`src/logic/sfp_pkg.sv`:
```
package sfp_pkg;

    // ==========================================
    // clock and timing
    // ==========================================
    localparam int CLK_PERIOD_NS = 100; // core_clk period
    localparam int DEEP_ENTRY_NS = 3000; // deep_sleep_entry_time, longest
    localparam int DEEP_WAKE_NS = 8000; // deep_sleep_wake_time, longest
    localparam int ULTRA_ENTRY_NS = 3000; // ultra_sleep_entry_time, longest
    localparam int ULTRA_EXIT_NS = 70000; // ultra_sleep_exit_time, longest
    localparam int SEL_PULSE_NS = 250; // select_pulse_min_time, least

    // longest times round down, least times round up, never below one cycle
    localparam int DEEP_ENTRY_I = (DEEP_ENTRY_NS / CLK_PERIOD_NS < 1) ? 1 :
        DEEP_ENTRY_NS / CLK_PERIOD_NS;
    localparam int DEEP_WAKE_I = (DEEP_WAKE_NS / CLK_PERIOD_NS < 1) ? 1 :
        DEEP_WAKE_NS / CLK_PERIOD_NS;
    localparam int ULTRA_ENTRY_I = (ULTRA_ENTRY_NS / CLK_PERIOD_NS < 1) ? 1 :
        ULTRA_ENTRY_NS / CLK_PERIOD_NS;
    localparam int ULTRA_EXIT_I = (ULTRA_EXIT_NS / CLK_PERIOD_NS < 1) ? 1 :
        ULTRA_EXIT_NS / CLK_PERIOD_NS;
    localparam int SEL_PULSE_I = (SEL_PULSE_NS + CLK_PERIOD_NS - 1) / CLK_PERIOD_NS;

    localparam logic [11:0] DEEP_ENTRY_CYC = 12'(DEEP_ENTRY_I);
    localparam logic [11:0] DEEP_WAKE_CYC = 12'(DEEP_WAKE_I);
    localparam logic [11:0] ULTRA_ENTRY_CYC = 12'(ULTRA_ENTRY_I);
    localparam logic [11:0] ULTRA_EXIT_CYC = 12'(ULTRA_EXIT_I);
    localparam logic [11:0] SEL_PULSE_CYC = 12'(SEL_PULSE_I);
    localparam logic [11:0] SCK_HALF_CYC = 12'h008; // host half period of sck
    localparam logic [11:0] TMR_ONE = 12'h001; // timer terminal value

    // ==========================================
    // opcodes and reset values
    // ==========================================
    localparam logic [7:0] OP_LEGACY_ID = 8'h15; // legacy_identify_cmd
    localparam logic [7:0] OP_DEEP_SLEEP = 8'hB9;
    localparam logic [7:0] OP_DEEP_WAKE = 8'hAB;
    localparam logic [7:0] OP_ULTRA_SLEEP = 8'h79;
    localparam logic [7:0] OP_WRITE_EN_DEF = 8'h06; // write enable, plain default
    localparam logic [4:0] ID_BITS = 5'h10; // two identification bytes
    localparam logic WEL_RESET = 1'b0;

    // ==========================================
    // power modes, gray along deep sleep entry and exit paths
    // ==========================================
    typedef enum logic [2:0] {
        SFP_STBY = 3'b000,
        SFP_ENT_DEEP = 3'b001,
        SFP_DEEP = 3'b011,
        SFP_WAKE = 3'b010,
        SFP_ENT_ULT = 3'b110,
        SFP_ULT = 3'b111,
        SFP_EXIT_ULT = 3'b101
    } sfp_mode_t;

    // host sequencer states
    typedef enum logic [1:0] {
        SFP_H_IDLE = 2'b00,
        SFP_H_LEAD = 2'b01,
        SFP_H_SHIFT = 2'b11,
        SFP_H_TAIL = 2'b10
    } sfp_hstate_t;

endpackage

```
`src/logic/sfp_if.sv`:
```
// ==========================================
// serial link between host and flash end
// ==========================================
interface sfp_if;
    logic cs_n; // select, low active
    logic sck; // serial clock from host
    logic si; // host to device data
    logic hold_n; // pause, low active
    logic wp_n; // write protect, low active
    logic so_out; // device output value
    logic so_oe; // device drives so
    logic so; // resolved serial output line

    // undriven line reads as pulled high
    assign so = so_oe ? so_out : 1'b1;

    modport dev (input cs_n, input sck, input si, input hold_n, input wp_n,
                 output so_out, output so_oe);
    modport host (output cs_n, output sck, output si, output hold_n, output wp_n,
                  input so);
endinterface

```
`src/logic/sfp_sync.sv`:
```
// ==========================================
// two flop synchroniser, one per bit
// ==========================================
module sfp_sync #(
    parameter int W = 1,
    parameter logic [W-1:0] INIT = '0
) (
    input wire logic core_clk,
    input wire logic resetn,
    input wire logic [W-1:0] d,
    output logic [W-1:0] q
);
    // refuse an empty synchroniser at elaboration
    if (W < 1) begin : g_bad_width
        $error("sfp_sync width must be at least one");
    end

    genvar i;
    generate
        for (i = 0; i < W; i = i + 1) begin : g_bit
            logic meta_r; // first stage, read only by second
            // two stages per bit
            always_ff @(posedge core_clk or negedge resetn) begin
                if (!resetn) begin
                    meta_r <= INIT[i];
                    q[i] <= INIT[i];
                end else begin
                    meta_r <= d[i];
                    q[i] <= meta_r;
                end
            end
        end
    endgenerate
endmodule

```
`src/logic/sfp_dev.sv`:
```
module sfp_dev
    import sfp_pkg::*;
#(
    parameter logic [7:0] MFR_ID = 8'hA5, // arbitrary value
    parameter logic [7:0] DEV_CODE = 8'h3C, // arbitrary value
    parameter logic [7:0] WREN_OP = OP_WRITE_EN_DEF
) (
    input wire logic core_clk,
    input wire logic resetn,
    sfp_if.dev link,
    input wire logic op_busy,
    output logic standby,
    output logic deep_sleep,
    output logic ultra_sleep,
    output logic write_enable_latch,
    output logic wp_active
);
    // write enable opcode must not collide with a power command
    if (WREN_OP == OP_DEEP_SLEEP || WREN_OP == OP_DEEP_WAKE || WREN_OP == OP_ULTRA_SLEEP)
    begin : g_bad_wren
        $error("bad WREN_OP");
    end

    // ==========================================
    // pin synchronisers and edges
    // ==========================================
    logic [4:0] pins_s; // synced cs_n, sck, si, hold_n, wp_n
    logic cs_act; // select asserted
    logic sck_s; // synced serial clock
    logic si_s; // synced serial input
    logic hold_n_s; // synced pause pin
    logic cs_act_d_r; // select, previous cycle
    logic sck_d_r; // sck, previous cycle
    logic sel_ev; // select just asserted
    logic desel_ev; // select just released
    logic rise_ev; // usable rising sck edge
    logic fall_ev; // usable falling sck edge
    logic hold_r; // pause in effect

    // idle levels: deselected, sck low, si low, no pause, no protect
    sfp_sync #(.W(5), .INIT(5'h13)) u_sync (
        .core_clk(core_clk),
        .resetn(resetn),
        .d({link.cs_n, link.sck, link.si, link.hold_n, link.wp_n}),
        .q(pins_s)
    );

    assign cs_act = ~pins_s[4];
    assign sck_s = pins_s[3];
    assign si_s = pins_s[2];
    assign hold_n_s = pins_s[1];
    assign wp_active = ~pins_s[0]; // write protect still followed while paused

    // edge history
    always_ff @(posedge core_clk or negedge resetn) begin
        if (!resetn) begin
            cs_act_d_r <= 1'b0;
            sck_d_r <= 1'b0;
        end else begin
            cs_act_d_r <= cs_act;
            sck_d_r <= sck_s;
        end
    end

    assign sel_ev = cs_act & ~cs_act_d_r;
    assign desel_ev = ~cs_act & cs_act_d_r;
    // sck ignored while paused
    assign rise_ev = cs_act & sck_s & ~sck_d_r & ~hold_r;
    assign fall_ev = cs_act & ~sck_s & sck_d_r & ~hold_r;

    // ==========================================
    // pause tracking
    // ==========================================
    // pause follows the pin only while sck is low
    always_ff @(posedge core_clk or negedge resetn) begin
        if (!resetn) begin
            hold_r <= 1'b0;
        end else if (!cs_act) begin
            hold_r <= 1'b0; // only selected
        end else if (!sck_s) begin
            hold_r <= ~hold_n_s;
        end
    end

    // ==========================================
    // opcode receive
    // ==========================================
    logic [6:0] sh_r; // partial opcode bits
    logic [2:0] bitcnt_r; // bits mod eight since select
    logic bit_seen_r; // any bit clocked this frame
    logic op_ok_r; // full opcode received
    logic [7:0] op_r; // received opcode
    logic [7:0] op_nxt; // opcode with current bit
    logic frame_ign_r; // whole frame is ignored
    logic aligned; // whole opcode and byte boundary
    sfp_mode_t mode_r; // power mode
    logic [11:0] tmr_r; // mode transition timer

    assign op_nxt = {sh_r, si_s};
    assign aligned = op_ok_r & (bitcnt_r == 3'h0);

    // msb first, count from select
    always_ff @(posedge core_clk or negedge resetn) begin
        if (!resetn) begin
            sh_r <= 7'h00;
            bitcnt_r <= 3'h0;
            bit_seen_r <= 1'b0;
            op_ok_r <= 1'b0;
            op_r <= 8'h00;
        end else if (sel_ev) begin
            bitcnt_r <= 3'h0;
            bit_seen_r <= 1'b0;
            op_ok_r <= 1'b0;
        end else if (rise_ev) begin
            sh_r <= op_nxt[6:0];
            bitcnt_r <= bitcnt_r + 3'h1;
            bit_seen_r <= 1'b1;
            // eighth bit closes the opcode, later bits ignored
            if (bitcnt_r == 3'h7 && !op_ok_r) begin
                op_r <= op_nxt;
                op_ok_r <= 1'b1;
            end
        end
    end

    // frames started outside standby or deep sleep are dropped, unless still selected with no bits seen when the ultra exit time ends
    always_ff @(posedge core_clk or negedge resetn) begin
        if (!resetn) begin
            frame_ign_r <= 1'b0;
        end else if (sel_ev) begin
            // ultra sleep and its exit time drop the frame
            frame_ign_r <= !(mode_r == SFP_STBY || mode_r == SFP_DEEP);
        end else if (mode_r == SFP_EXIT_ULT && tmr_r == TMR_ONE && cs_act
                     && !bit_seen_r && !link.so_oe) begin
            // waited exit time under select: command goes live
            frame_ign_r <= 1'b0;
        end
    end

    // ==========================================
    // power mode sequencing
    // ==========================================
    always_ff @(posedge core_clk or negedge resetn) begin
        if (!resetn) begin
            mode_r <= SFP_STBY; // power cycle gives standby
            tmr_r <= 12'h000;
        end else begin
            unique case (mode_r)
                SFP_STBY: begin
                    // deselect while paused aborts
                    if (desel_ev && !frame_ign_r && !hold_r && !op_busy) begin
                        if (aligned && op_r == OP_DEEP_SLEEP) begin
                            mode_r <= SFP_ENT_DEEP;
                            tmr_r <= DEEP_ENTRY_CYC;
                        end else if (op_ok_r && op_r == OP_ULTRA_SLEEP) begin
                            mode_r <= SFP_ENT_ULT;
                            tmr_r <= ULTRA_ENTRY_CYC;
                        end
                    end
                end
                SFP_ENT_DEEP: begin
                    tmr_r <= tmr_r - TMR_ONE;
                    if (tmr_r == TMR_ONE) mode_r <= SFP_DEEP;
                end
                SFP_DEEP: begin
                    // only a whole aligned wake is heard
                    if (desel_ev && !frame_ign_r && !hold_r && aligned
                        && op_r == OP_DEEP_WAKE) begin
                        mode_r <= SFP_WAKE;
                        tmr_r <= DEEP_WAKE_CYC;
                    end
                end
                SFP_WAKE: begin
                    tmr_r <= tmr_r - TMR_ONE;
                    if (tmr_r == TMR_ONE) mode_r <= SFP_STBY;
                end
                SFP_ENT_ULT: begin
                    tmr_r <= tmr_r - TMR_ONE;
                    if (tmr_r == TMR_ONE) mode_r <= SFP_ULT;
                end
                SFP_ULT: begin
                    // any select starts the exit, bytes ignored
                    if (sel_ev) begin
                        mode_r <= SFP_EXIT_ULT;
                        tmr_r <= ULTRA_EXIT_CYC;
                    end
                end
                SFP_EXIT_ULT: begin
                    tmr_r <= tmr_r - TMR_ONE;
                    if (tmr_r == TMR_ONE) mode_r <= SFP_STBY;
                end
                default: begin
                    mode_r <= SFP_STBY;
                    tmr_r <= 12'h000;
                end
            endcase
        end
    end

    // ==========================================
    // write enable latch
    // ==========================================
    always_ff @(posedge core_clk or negedge resetn) begin
        if (!resetn) begin
            write_enable_latch <= WEL_RESET;
        end else if (desel_ev && hold_r) begin
            write_enable_latch <= 1'b0;
        end else if (desel_ev && mode_r == SFP_STBY && !frame_ign_r
                     && aligned && op_r == WREN_OP) begin
            write_enable_latch <= 1'b1;
        end
    end

    // ==========================================
    // legacy identification output
    // ==========================================
    logic [15:0] id_sh_r; // bytes still to send
    logic [4:0] id_left_r; // bits still to send
    logic so_r; // output bit
    logic so_oe_r; // output driven by id read

    // bits change on falling sck, read on rising
    always_ff @(posedge core_clk or negedge resetn) begin
        if (!resetn) begin
            id_sh_r <= 16'h0000;
            id_left_r <= 5'h00;
            so_r <= 1'b0;
            so_oe_r <= 1'b0;
        end else if (!cs_act) begin
            id_left_r <= 5'h00; // deselect ends the read
            so_oe_r <= 1'b0;
        end else if (rise_ev && bitcnt_r == 3'h7 && !op_ok_r && !frame_ign_r
                     && mode_r == SFP_STBY && op_nxt == OP_LEGACY_ID) begin
            id_sh_r <= {MFR_ID, DEV_CODE};
            id_left_r <= ID_BITS;
        end else if (fall_ev) begin
            if (id_left_r != 5'h00) begin
                so_r <= id_sh_r[15];
                id_sh_r <= {id_sh_r[14:0], 1'b0};
                id_left_r <= id_left_r - 5'h01;
                so_oe_r <= 1'b1;
            end else begin
                so_oe_r <= 1'b0; // float after two bytes
            end
        end
    end

    // floats while paused or deselected
    assign link.so_oe = so_oe_r & cs_act & ~hold_r;
    assign link.so_out = so_r;

    // ==========================================
    // user side status
    // ==========================================
    // busy operation is never gated by pause
    assign standby = (mode_r == SFP_STBY);
    assign deep_sleep = (mode_r == SFP_DEEP);
    assign ultra_sleep = (mode_r == SFP_ULT);
endmodule

```
`src/flat_wrapper.sv`:
```
// flat-port wrapper written by rule: the top's interface ports become plain ports
module sfp_dev_flat import sfp_pkg::*;
#(
    parameter logic [7:0] MFR_ID = 8'hA5,                   
    parameter logic [7:0] DEV_CODE = 8'h3C,                   
    parameter logic [7:0] WREN_OP = OP_WRITE_EN_DEF
)
  (core_clk, resetn, op_busy, standby, deep_sleep, ultra_sleep, write_enable_latch, wp_active, link_cs_n, link_sck, link_si, link_hold_n, link_wp_n, link_so_out, link_so_oe);
  sfp_if link_i ();
  input wire logic core_clk;
  input wire logic resetn;
  input wire logic op_busy;
  output logic standby;
  output logic deep_sleep;
  output logic ultra_sleep;
  output logic write_enable_latch;
  output logic wp_active;
  input wire logic [$bits(link_i.cs_n)-1:0] link_cs_n;
  input wire logic [$bits(link_i.sck)-1:0] link_sck;
  input wire logic [$bits(link_i.si)-1:0] link_si;
  input wire logic [$bits(link_i.hold_n)-1:0] link_hold_n;
  input wire logic [$bits(link_i.wp_n)-1:0] link_wp_n;
  output wire logic [$bits(link_i.so_out)-1:0] link_so_out;
  output wire logic [$bits(link_i.so_oe)-1:0] link_so_oe;
  assign link_i.cs_n = link_cs_n;
  assign link_i.sck = link_sck;
  assign link_i.si = link_si;
  assign link_i.hold_n = link_hold_n;
  assign link_i.wp_n = link_wp_n;
  assign link_so_out = link_i.so_out;
  assign link_so_oe = link_i.so_oe;
  sfp_dev #(.MFR_ID(MFR_ID), .DEV_CODE(DEV_CODE), .WREN_OP(WREN_OP)) u_core (.core_clk(core_clk), .resetn(resetn), .link(link_i), .op_busy(op_busy), .standby(standby), .deep_sleep(deep_sleep), .ultra_sleep(ultra_sleep), .write_enable_latch(write_enable_latch), .wp_active(wp_active));
endmodule
```
`config.mk`:
```
export PLATFORM = sky130hd
export DESIGN_NAME = sfp_dev_flat
export DESIGN_NICKNAME = d
export VERILOG_FILES = /design/src/logic/sfp_pkg.sv /design/src/logic/sfp_if.sv /design/src/logic/sfp_sync.sv /design/src/logic/sfp_dev.sv /design/src/flat_wrapper.sv
export SDC_FILE = /design/constraint.sdc
export NUM_CORES = 1
export LEC_CHECK = 0
export BUFFER_PORTS_ARGS = -buffer_cell sky130_fd_sc_hd__buf_2
export CAP_MARGIN = 20
export CORE_MARGIN = 8
export CORE_UTILIZATION = 61
export CTS_BUF_LIST = sky130_fd_sc_hd__clkbuf_16
export DETAILED_ROUTE_END_ITERATION = 12
export GPL_TIMING_DRIVEN = 0
export PLACE_DENSITY = 0.76
export SETUP_SLACK_MARGIN = 0.15
export SYNTH_ARGS = -nofsm -noshare
export SYNTH_HDL_FRONTEND = slang
export SYNTH_SLANG_ARGS = --single-unit
```
`constraint.sdc`:
```
create_clock -name core_clk -period 2.9 [get_ports core_clk]
set_input_delay 0.58 -clock core_clk [delete_from_list [all_inputs] [get_ports core_clk]]
set_output_delay 0.58 -clock core_clk [all_outputs]
set_load 0.01 [all_outputs]
```
# After elaboration in Yosys (flattened, before gate mapping)
# Index checks and enable logic that the tools add are counted.
[word_totals]
ff_bits = 73
latch_bits = 0
mem_bits_rw = 0
mem_bits_ro = 0
out_inout_bits = 7
word_cells = 163
memories = 0
[op_classes]
addsub = 3
mul = 0
n_div = 0
magnitude_cmp = 0
n_eq_ne = 22
n_shift = 0
muxes = 39
bitwise = 20
reduce_logical = 53
[ops]
columns = ["op", "n"]
rows = [
  ["12-bit 2-to-1 mux", 5],
  ["16-bit 2-to-1 mux", 3],
  ["12-bit case mux with 4 select lines", 1],
  ["3-bit 2-to-1 mux", 10],
  ["1-bit logical AND", 22],
  ["5-bit 2-to-1 mux", 4],
  ["3-bit case mux with 6 select lines", 1],
  ["8-bit == test, second input constant", 2],
  ["1-bit 2-to-1 mux", 15],
  ["2-bit by 1-bit != test with 1-bit output, second input constant", 7],
  ["2-bit nonzero test", 7],
  ["12-bit by 1-bit == test with 1-bit output, second input constant", 1],
  ["3-bit == test, second input constant", 4],
  ["12-bit by 1-bit subtractor with 12-bit output, second input constant", 1],
  ["1-bit bitwise AND", 11],
  ["1-bit inverter", 9],
  ["8-bit by 3-bit == test with 1-bit output, second input constant", 1],
  ["8-bit by 5-bit == test with 1-bit output, second input constant", 1],
  ["8-bit by 7-bit == test with 1-bit output, second input constant", 1],
  ["2-bit AND reduction", 4],
  ["4-bit AND reduction", 2],
  ["1-bit logical NOT", 7],
  ["7-bit AND reduction", 1],
  ["3-bit by 2-bit == test with 1-bit output, second input constant", 2],
  ["other kinds (12)", 15],
]

# Depth between registers and ports, before layout
# Gate-level depths: netlist of run 1.
[depth]
depth_word = 11
depth_mapped = 8

# Modules after synthesis
# A second synthesis of run 1 with hierarchy kept.
[hier_totals]
hier_cells = 319
area_unflattened_um2 = 3340.7
[by_module_without_submodules]
columns = ["mod", "instances", "cells_per_inst", "area_each_um2"]
rows = [
  ["sfp_dev", 1, 309, 3083.0],
  ["sfp_sync", 1, 10, 257.7],
]

# Worst setup path before layout of run 1
# No wires, ideal clock.
[synth_path]
path_type = "reg-to-reg"
from = "register u_core.bitcnt_r[0]"
to = "register u_core.tmr_r[1]"
setup_time_ns = 0.154
t_arrival_ns = 2.073
slack_ns = 0.674
stages_incl_launch_ff = 8
period_less_slack_ns = 2.226
path_cell_list = "dfrtp_1 > inv_1 > ha_1 > nor4bb_1 > nand3_1 > o41a_1 > a211oi_4 > o221ai_1"
[synth_between]
elab_chain_cells = 6
word_cells_on_any_way = 11
[synth_lines]
columns = ["item", "line", "rtl"]
rows = [
  ["start: declaration", "sfp_dev.sv:89", "logic [2:0] bitcnt_r;"],
  ["start signal: assignment", "sfp_dev.sv:116", "bitcnt_r <= bitcnt_r + 3'h1;"],
  ["3-bit logical NOT (*)", "sfp_dev.sv:100", "assign aligned = op_ok_r & (bitcnt_r == 3'h0);"],
  ["1-bit bitwise AND (*)", "sfp_dev.sv:100", ""],
  ["1-bit logical AND (on tied branches)", "sfp_dev.sv:152, sfp_dev.sv:167", ""],
  ["12-bit 2-to-1 mux / 1-bit logical AND (equally long branches)", "sfp_dev.sv:152, sfp_dev.sv:168", ""],
  ["12-bit 2-to-1 mux / 2-bit by 1-bit != test with 1-bit output (equally long branches)", "n/a", ""],
  ["12-bit case mux with 4 select lines / 4-bit AND reduction (equally long branches)", "n/a", ""],
  ["end signal: assignment", "sfp_dev.sv:162", "tmr_r <= tmr_r - TMR_ONE;"],
  ["end signal: assignment", "sfp_dev.sv:174", "tmr_r <= tmr_r - TMR_ONE;"],
  ["end signal: assignment", "sfp_dev.sv:178", "tmr_r <= tmr_r - TMR_ONE;"],
  ["end: declaration", "sfp_dev.sv:97", "logic [11:0] tmr_r;"],
]
# Every way passes the cells marked *; elsewhere a longest branch is shown, timed or not. The select of a mux whose other input is x is not followed.
# A chain may end at the register's enable or synchronous reset.

# Worst setup path in the final report of run 1
[layout_path]
from = "register u_core.bitcnt_r[0]"
to = "register u_core.tmr_r[5]"
# The elaborated chain is that of the path after synthesis.

==> results of run 1 <==
==> layout by cell type, fill, tap and decap left out, types with 4 or more instances in the layout <==
master	count
a21o_1	4
a21oi_1	8
a31oi_1	5
buf_2	15
clkbuf_1	8
clkbuf_16	9
dfrtp_1	65
dfstp_2	6
ha_1	7
inv_1	18
mux2_2	15
nand2_1	52
nand3_1	5
nand4b_1	4
nor2_1	28
nor3_1	8
nor4b_1	4
o21ai_0	27
o22ai_1	6
==> repair_timing <==
item / 4_1_cts / 5_1_grt
buffers inserted: 0 / 1
setup endpoints to repair: 0 / 1
hold buffers: 0 / 0
gates resized for setup: 0 / 0
==> worst max-delay path by stage <==
| stage | endpoint | slack [ns] | depth (start not counted) |
|---|---|---|---|
| after global routing | u_core.tmr_r[5] | 0.17 | 7 |
| after detailed placement | u_core.tmr_r[1] | 0.26 | 7 |
| after CTS | u_core.tmr_r[1] | 0.25 | 7 |
| after floorplan | u_core.tmr_r[1] | 0.67 | 7 |
| after global placement | u_core.tmr_r[1] | 0.32 | 7 |
| final | u_core.tmr_r[5] | 0.29 | 7 |
==> layer usage <==
layer / global-route usage (%) / vias to the layer above / part of all wire (%)
met3: 4.07 / 15 / 4.7
met2: 29.5 / 81 / 48
met1: 24.0 / 1322 / 45
met4: 8.32 / 0 / 1.9
li1: - / 1253 / -
met5: 0 / - / 0
==> cells by family after synthesis <==
family | after synthesis | share of synthesized area (%)
muxes | 18 | 5.88
buffers and inverters | 27 | 3.07
DFF | 71 | 52.7
adders and majority gates | 7 | 2.59
xor gates and xnor gates | 3 | 0.776
AOI/OAI and AO/OA | 79 | 16.1
and+or+nand+nor | 126 | 18.9
==> state kept, by name (all words and copies together), names as in the netlist, 3 cells and up <==
register / flops
u_core.u_sync.g_bit.meta_r: 5
u_core.id_left_r: 5
u_core.mode_r: 3
u_core.u_sync.q: 5
u_core.sh_r: 7
u_core.tmr_r: 12
u_core.id_sh_r: 14
u_core.bitcnt_r: 3
u_core.op_r: 8
==> report_power, final <==
group          switching, W  internal, W  total (W)
sequential        0.0000363      0.00103    0.00107
clock              0.000381     0.000651    0.00103
combinational     0.0000466    0.0000388  0.0000854
==> worst max-delay path, delay by kind of cell (launching register included) <==
family                   cells  cell delay (ns)
adder cells (fa/ha/maj)      1             0.14
AND/OR/NAND/NOR              3             0.88
buffers and inverters        1             0.07
flip-flops                   1             0.40
AO/OA/AOI/OAI                2             0.99
==> layout make-up <==
type	count	area (µm²)	area share [%]
clock inverter	7	57.6	1.50
clock buffer	9	225	5.87
timing repair buffer	15	80.1	2.09
multi-input combinational	233	1500	39.0
buffer	10	40.0	1.04
tap	72	90.1	2.35
sequential	71	1780	46.5
inverter	17	63.8	1.66
==> cells in the mapped netlist (2+ instances only) <==
| master | count |
|---|---|
| nand4b_1 | 4 |
| or3_1 | 3 |
| o21ai_0 | 27 |
| ha_1 | 7 |
| o211ai_1 | 3 |
| xnor2_1 | 2 |
| or4b_2 | 2 |
| nand2_1 | 52 |
| dfrtp_1 | 65 |
| nor4_1 | 3 |
| a311oi_1 | 2 |
| o22a_1 | 3 |
| nor2b_1 | 3 |
| nor3_1 | 8 |
| a22o_1 | 3 |
| mux2i_1 | 3 |
| o22ai_1 | 6 |
| a221o_1 | 3 |
| clkbuf_1 | 8 |
| o2111ai_1 | 2 |
| a21oi_1 | 8 |
| dfstp_2 | 6 |
| nor4b_1 | 4 |
| a211oi_1 | 2 |
| nor2_1 | 28 |
| nand3_1 | 5 |
| inv_1 | 16 |
| o31ai_1 | 2 |
| buf_2 | 2 |
| a31oi_1 | 5 |
| nand4_1 | 2 |
| nor4b_2 | 2 |
| mux2_2 | 15 |
| a21o_1 | 4 |
| and2_1 | 2 |
==> metrics by stage <==
stage / cell area, µm² / setup WS [ns] / utilization, %
3_3_place_gp: 3540 / 0.325 / 65.2
5_1_grt: 3840 / 0.167 / 70.6
6_report: 3840 / 0.293 / 70.6
3_5_place_dp: 3550 / 0.257 / 65.2
2_1_floorplan: 3380 / 0.674 / -
4_1_cts: 3830 / 0.247 / 70.4
==> insert_results.sql, run 1 <==
INSERT INTO impl_metrics (metric_group, metric, value, unit) VALUES
('status', 'result_of_the_run', 'finished, final reports clean', ''),
('setup_path', 'crit_start', 'u_core.bitcnt_r[0]', ''),
('power_and_ir_drop', 'max-vdd-ir-drop', '0.427', 'mV'),
('synth', 'dominantRegCellSynth', 'dfrtp_1', ''),
('global_routing', 'global_route.usage.total', '18.7', '%'),
('synth', 'synth_seq_area_share', '52.7', '%'),
('synth', 'synth_top_cell_area_share', '48.1', '%'),
('sta', 'hold_violations', '0', ''),
('drt', 'dr.first_iter.drc_count', '154', ''),
('sta', 'max_clock_freq', '0.384', 'GHz'),
('power_and_ir_drop', 'static-leakage-power', '1.77', 'nW'),
('clock_network', 'numClockSinks', '71', ''),
('placement', 'place_congestion', '0.830', ''),
('synth', 'yosys_warnings', '0', ''),
('finish', 'nets', '372', ''),
('floorplanning', 'die_area', '8190', 'µm²'),
('sta', 'layout_worst_path_cycle_share', '89.9', '%'),
('drt', 'wirelength', '7.29', 'mm'),
('setup_path', 'worst_setup_path_start_kind', 'register', ''),
('synth', 'count_of_flip_flops_with_a_built_in_enable_after_synthesis', '0', ''),
('setup_path', 'worst_ep_arrival', '2.81', 'ns'),
('finish', 'post_route_cells_drive_above_1_share', '15.7', '%'),
('setup_path', 'crit_slowest_cell', 'o41ai_2', ''),
('global_routing', 'antenna_found_initial', '0', ''),
('setup_path', 'reg2reg_slack', '0.29', 'ns'),
('floorplanning', 'initial_utilization', '62.2', '%'),
('floorplanning', 'design.portCount', '15', ''),
('clock_network', 'path_clk_slew', '0.05', 'ns'),
('setup_path', 'cp_slowest_stage_delay', '0.61', 'ns'),
('floorplanning', 'floorplan.rows', '27', ''),
('power_and_ir_drop', 'power_per_cell_area', '569', 'nW/µm²'),
('sta', 'fin_crit', '2.61', 'ns'),
('sta', 'slew_headroom', '42.2', '%'),
('power_and_ir_drop', 'p_total', '0.00218', 'W'),
('setup_path', 'critical_path.max_fanout', '6', ''),
('synth', 'syn-mean-instance-area', '10.2', 'µm²'),
('sta', 'worst_max_slew_pin_slew', '0.867', 'ns'),
('clock_network', 'worstSkewPairLatency', '0.32', 'ns'),
('synth', 'post-synth-top-area-cell', 'dfrtp_1', ''),
('finish', 'finish.cell_count_without_fillers', '434', ''),
('synth', 'yosysUniqueCellTypes', '54', ''),
('setup_path', 'criticalPathCategory', 'register to register', ''),
('sta', 'fin_worst_hold_slack', '0.350', 'ns'),
('floorplanning', 'fp.dieW', '90.5', 'µm'),
('global_routing', 'grt_pass1_vias', '2643', ''),
('job', 'max_cap_violations', '0', ''),
('clock_network', 'cts_root_buffer', 'clkbuf_16', ''),
('sta', 'rsz0062_at_grt', 'no', ''),
('global_routing', 'largest_net_degree_at_the_start_of_global_routing', '72', ''),
('drt', 'ant_nets', '0', ''),
('drt', 'dr.pass1.iters', '4', ''),
('floorplanning', 'core', '5440', 'µm²'),
('clock_network', 'cts_max_path_buffers', '2', ''),
('setup_path', 'ff2ff_path_depth', '7', ''),
('finish', 'num_antenna_cells', '0', ''),
('synth', 'syn-instance-count', '331', ''),
('synth', 'mappedNetlistNets', '346', ''),
('global_routing', 'grt_first_pass_wirelength', '12.6', 'mm'),
('placement', 'numPortBuffers', '14', ''),
('sta', 'pins_over_their_slew_limit', '0', ''),
('setup_path', 'critical_r2r_capture', 'u_core.tmr_r[5]', ''),
('setup_path', 'critical_path_required', '3.10', 'ns'),
('floorplanning', 'die_height', '90.5', 'µm'),
('synth', 'asyncSetResetFlopFracSynth', '100', '%'),
('sta', 'worst_clk_skew', '0.00808', 'ns'),
('clock_network', 'htree_levels', '3', ''),
('setup_path', 'reg2reg_from', 'u_core.bitcnt_r[0]', ''),
('finish', 'area_growth', '13.4', '%'),
('placement', 'hpwlAfterDp', '4.80', 'mm'),
('setup_path', 'crit_path_cell_trace', 'inv_1, ha_1, nor4bb_1, nand3_1, o41ai_2, nand2_1, a221o_1', ''),
('global_routing', 'overflow', '0', '');
(Power assumes the default switching activity.)
==> run 2: changes to the inputs <==
--- a/config.mk
+++ b/config.mk
@@ -11,7 +11,7 @@
 export CORE_UTILIZATION = 61
 export CTS_BUF_LIST = sky130_fd_sc_hd__clkbuf_16
 export DETAILED_ROUTE_END_ITERATION = 12
-export GPL_TIMING_DRIVEN = 0
+export GPL_TIMING_DRIVEN = 1
 export PLACE_DENSITY = 0.76
 export SETUP_SLACK_MARGIN = 0.15
 export SYNTH_ARGS = -nofsm -noshare
==> run 2 against run 1 <==
Effect of this change:
- final cell count is 1.2% lower
- largest cell class unchanged
- sequential power about the same
- global-route usage decreased by 0.17 points
- first-iteration DRC count is 19% lower
- via count fell by 0.71%
- critical path depth stayed put
==> insert_results.sql, run 2 (synthesis results as in run 1) <==
INSERT INTO impl_metrics (metric_group, metric, value, unit) VALUES
('status', 'result_of_the_run', 'finished, final reports clean', ''),
('global_routing', 'grt_pass1_vias', '2624', ''),
('sta', 'final.setup.tns', '0', 'ns'),
('clock_network', 'cts_post_setup_buffers_inserted', '0', ''),
('clock_network', 'cts_max_path_buffers', '2', ''),
('finish', 'layout_commonest_cell', 'dfrtp_1', ''),
('setup_path', 'critical_r2r_capture', 'u_core.tmr_r[1]', ''),
('power_and_ir_drop', 'static-leakage-power', '1.76', 'nW'),
('clock_network', 'path_clk_slew', '0.06', 'ns'),
('power_and_ir_drop', 'power_frac_seq', '50.3', '%'),
('clock_network', 'cts.hold.buffers_added', '0', ''),
('floorplanning', 'floorplan.rows', '27', ''),
('sta', 'fin_crit', '2.55', 'ns'),
('sta', 'pins_over_their_slew_limit', '0', ''),
('placement', 'numPortBuffers', '14', ''),
('global_routing', 'global_route.usage.total', '18.5', '%'),
('power_and_ir_drop', 'cell_internal_pwr', '0.00164', 'W'),
('drt', 'wirelength', '7.23', 'mm'),
('job', 'max_cap_violations', '0', ''),
('placement', 'hpwlAfterDp', '4.84', 'mm'),
('floorplanning', 'fp.dieW', '90.5', 'µm'),
('clock_network', 'cts_buffers', '9', ''),
('sta', 'setup-violations-final', '0', ''),
('drt', 'wl_per_cell', '16.8', 'µm'),
('drt', 'route.detailed.vias_per_inst', '6.18', ''),
('setup_path', 'ff2ff_path_depth', '7', ''),
('power_and_ir_drop', 'power_per_cell_area', '556', 'nW/µm²'),
('floorplanning', 'die_height', '90.5', 'µm'),
('setup_path', 'cp-end-kind', 'register', ''),
('setup_path', 'worst_setup_path_start_kind', 'register', ''),
('setup_path', 'reg2reg_slack', '0.35', 'ns'),
('global_routing', 'grt_first_pass_wirelength', '12.5', 'mm'),
('setup_path', 'critical_path_required', '3.05', 'ns'),
('power_and_ir_drop', 'power.switching', '0.000487', 'W'),
('sta', 'max_clock_freq', '0.392', 'GHz'),
('drt', 'drc_errors', '0', ''),
('clock_network', 'numClockSinks', '71', ''),
('finish', 'largest_register_ff_count', '14', ''),
('power_and_ir_drop', 'p_sw_share', '22.9', '%'),
('sta', 'worst_clk_skew', '0.00709', 'ns'),
('sta', 'worst_max_slew_pin_slew', '0.708', 'ns'),
('setup_path', 'criticalPathCategory', 'register to register', ''),
('clock_network', 'post_cts.resized_instances', '0', ''),
('finish', 'nets', '367', ''),
('floorplanning', 'core', '5440', 'µm²'),
('drt', 'dr.first_iter.drc_count', '125', ''),
('sta', 'layout_worst_path_cycle_share', '87.9', '%'),
('finish', 'area_growth', '13.1', '%'),
('finish', 'num_antenna_cells', '0', ''),
('sta', 'rsz0062_at_grt', 'no', ''),
('drt', 'ant_nets', '0', ''),
('finish', 'largest_registers_in_the_final_layout', 'u_core.id_sh_r: 14 flops, u_core.tmr_r: 12 flops, u_core.op_r: 8 flops', ''),
('floorplanning', 'initial_utilization', '62.2', '%'),
('drt', 'vias', '2652', ''),
('power_and_ir_drop', 'power.clock.fraction', '45.7', '%'),
('global_routing', 'overflow', '0', ''),
('drt', 'dr.pass1.iters', '4', ''),
('clock_network', 'worstSkewPairLatency', '0.32', 'ns'),
('global_routing', 'antenna_found_initial', '0', ''),
('global_routing', 'largest_net_degree_at_the_start_of_global_routing', '46', ''),
('setup_path', 'worst_ep_arrival', '2.70', 'ns'),
('setup_path', 'critical_path.max_fanout', '9', ''),
('worst_hold_path', 'hold_path_class', 'input pin to asynchronous set/reset pin', ''),
('finish', 'layout_common_cells', 'dfrtp_1, nand2_1, nor2_1, o21ai_0, inv_1', ''),
('clock_network', 'cts_tree', 'done', ''),
('clock_network', 'htree_levels', '3', ''),
('setup_path', 'reg2reg_from', 'u_core.bitcnt_r[0]', ''),
('clock_network', 'cts_root_buffer', 'clkbuf_16', ''),
('power_and_ir_drop', 'max-vdd-ir-drop', '0.596', 'mV'),
('sta', 'hold_violations', '0', ''),
('sta', 'slew_headroom', '52.7', '%'),
('power_and_ir_drop', 'pwr-share-comb', '4.0', '%'),
('finish', 'utilization', '70.4', '%'),
('placement', 'place_congestion', '0.900', ''),
('floorplanning', 'design.portCount', '15', ''),
('floorplanning', 'die_area', '8190', 'µm²'),
('finish', 'registers.top_by_ff_count', 'u_core.id_sh_r', ''),
('finish', 'post_route_cells_drive_above_1_share', '17.1', '%');
## run 2: cell types whose count changed in the layout (fill, tap and decap cells not counted)
cell        previous run  this run
buf_12                 0         1
buf_2                 15        14
buf_4                  2         5
inv_1                 18        16
clkbuf_1               8         0
clkinvlp_4             1         2
clkinv_1               3         4
bufinv_16              1         0
clkinv_4               0         1
## run 2: worst max path at each step
stage                        from               to  slack (ns)
6_report       u_core.bitcnt_r[0]  u_core.tmr_r[1]        0.35
5_1_grt        u_core.bitcnt_r[0]  u_core.tmr_r[1]        0.21
4_1_cts        u_core.bitcnt_r[0]  u_core.tmr_r[1]        0.38
3_5_place_dp   u_core.bitcnt_r[0]  u_core.tmr_r[1]        0.39
3_3_place_gp   u_core.bitcnt_r[0]  u_core.tmr_r[1]        0.48
2_1_floorplan  u_core.bitcnt_r[0]  u_core.tmr_r[1]        0.67
## run 2: power groups by stage
stage | sequential [W] | combinational (W) | clock, W
4_1_cts | 0.00107 | 0.0000869 | 0.000982
6_report | 0.00107 | 0.0000844 | 0.000972
2_1_floorplan | 0.00107 | 0.0000518 | 0
3_3_place_gp | 0.00108 | 0.0000835 | 0
5_1_grt | 0.00108 | 0.0000946 | 0.00102
3_5_place_dp | 0.00109 | 0.0000849 | 0
## run 2: through the flow
step | cell area [µm²] | hold WS [ns] | setup slack, ns | power (W) | std cells
floorplan | 3380 | 0.284 | 0.674 | 0.00112 | 331
global placement | 3560 | 0.334 | 0.483 | 0.00117 | 413
detailed placement | 3560 | 0.335 | 0.394 | 0.00117 | 413
CTS | 3830 | 0.298 | 0.383 | 0.00214 | 429
global route | 3830 | 0.337 | 0.213 | 0.00219 | 429
finish | 3830 | 0.279 | 0.351 | 0.00213 | 429
## run 2: layout make-up
class | count | area [µm²]
flip-flops and latches | 71 | 1780
clock inverters | 7 | 40.0
multi-input cells | 233 | 1500
inverters | 17 | 63.8
clock buffers | 9 | 225
repair buffers | 20 | 128
fillers | 415 | 1610
well taps | 72 | 90.1
## run 2: per-layer routing
metal  track usage [%]  vias up  wire length, µm
met3              3.74       14              341
met4              8.74        0              129
met2              29.4       85             3600
met5                 0        -                0
li1                  -     1250                -
met1              23.6     1303             3160
## run 2: critical path: stages, from the launching register on
cell      delay, ns
dfrtp_1        0.41
inv_1          0.07
ha_1           0.12
nor4bb_1       0.36
nand3_1        0.27
o41a_1         0.54
a211oi_4       0.43
o221ai_1       0.18
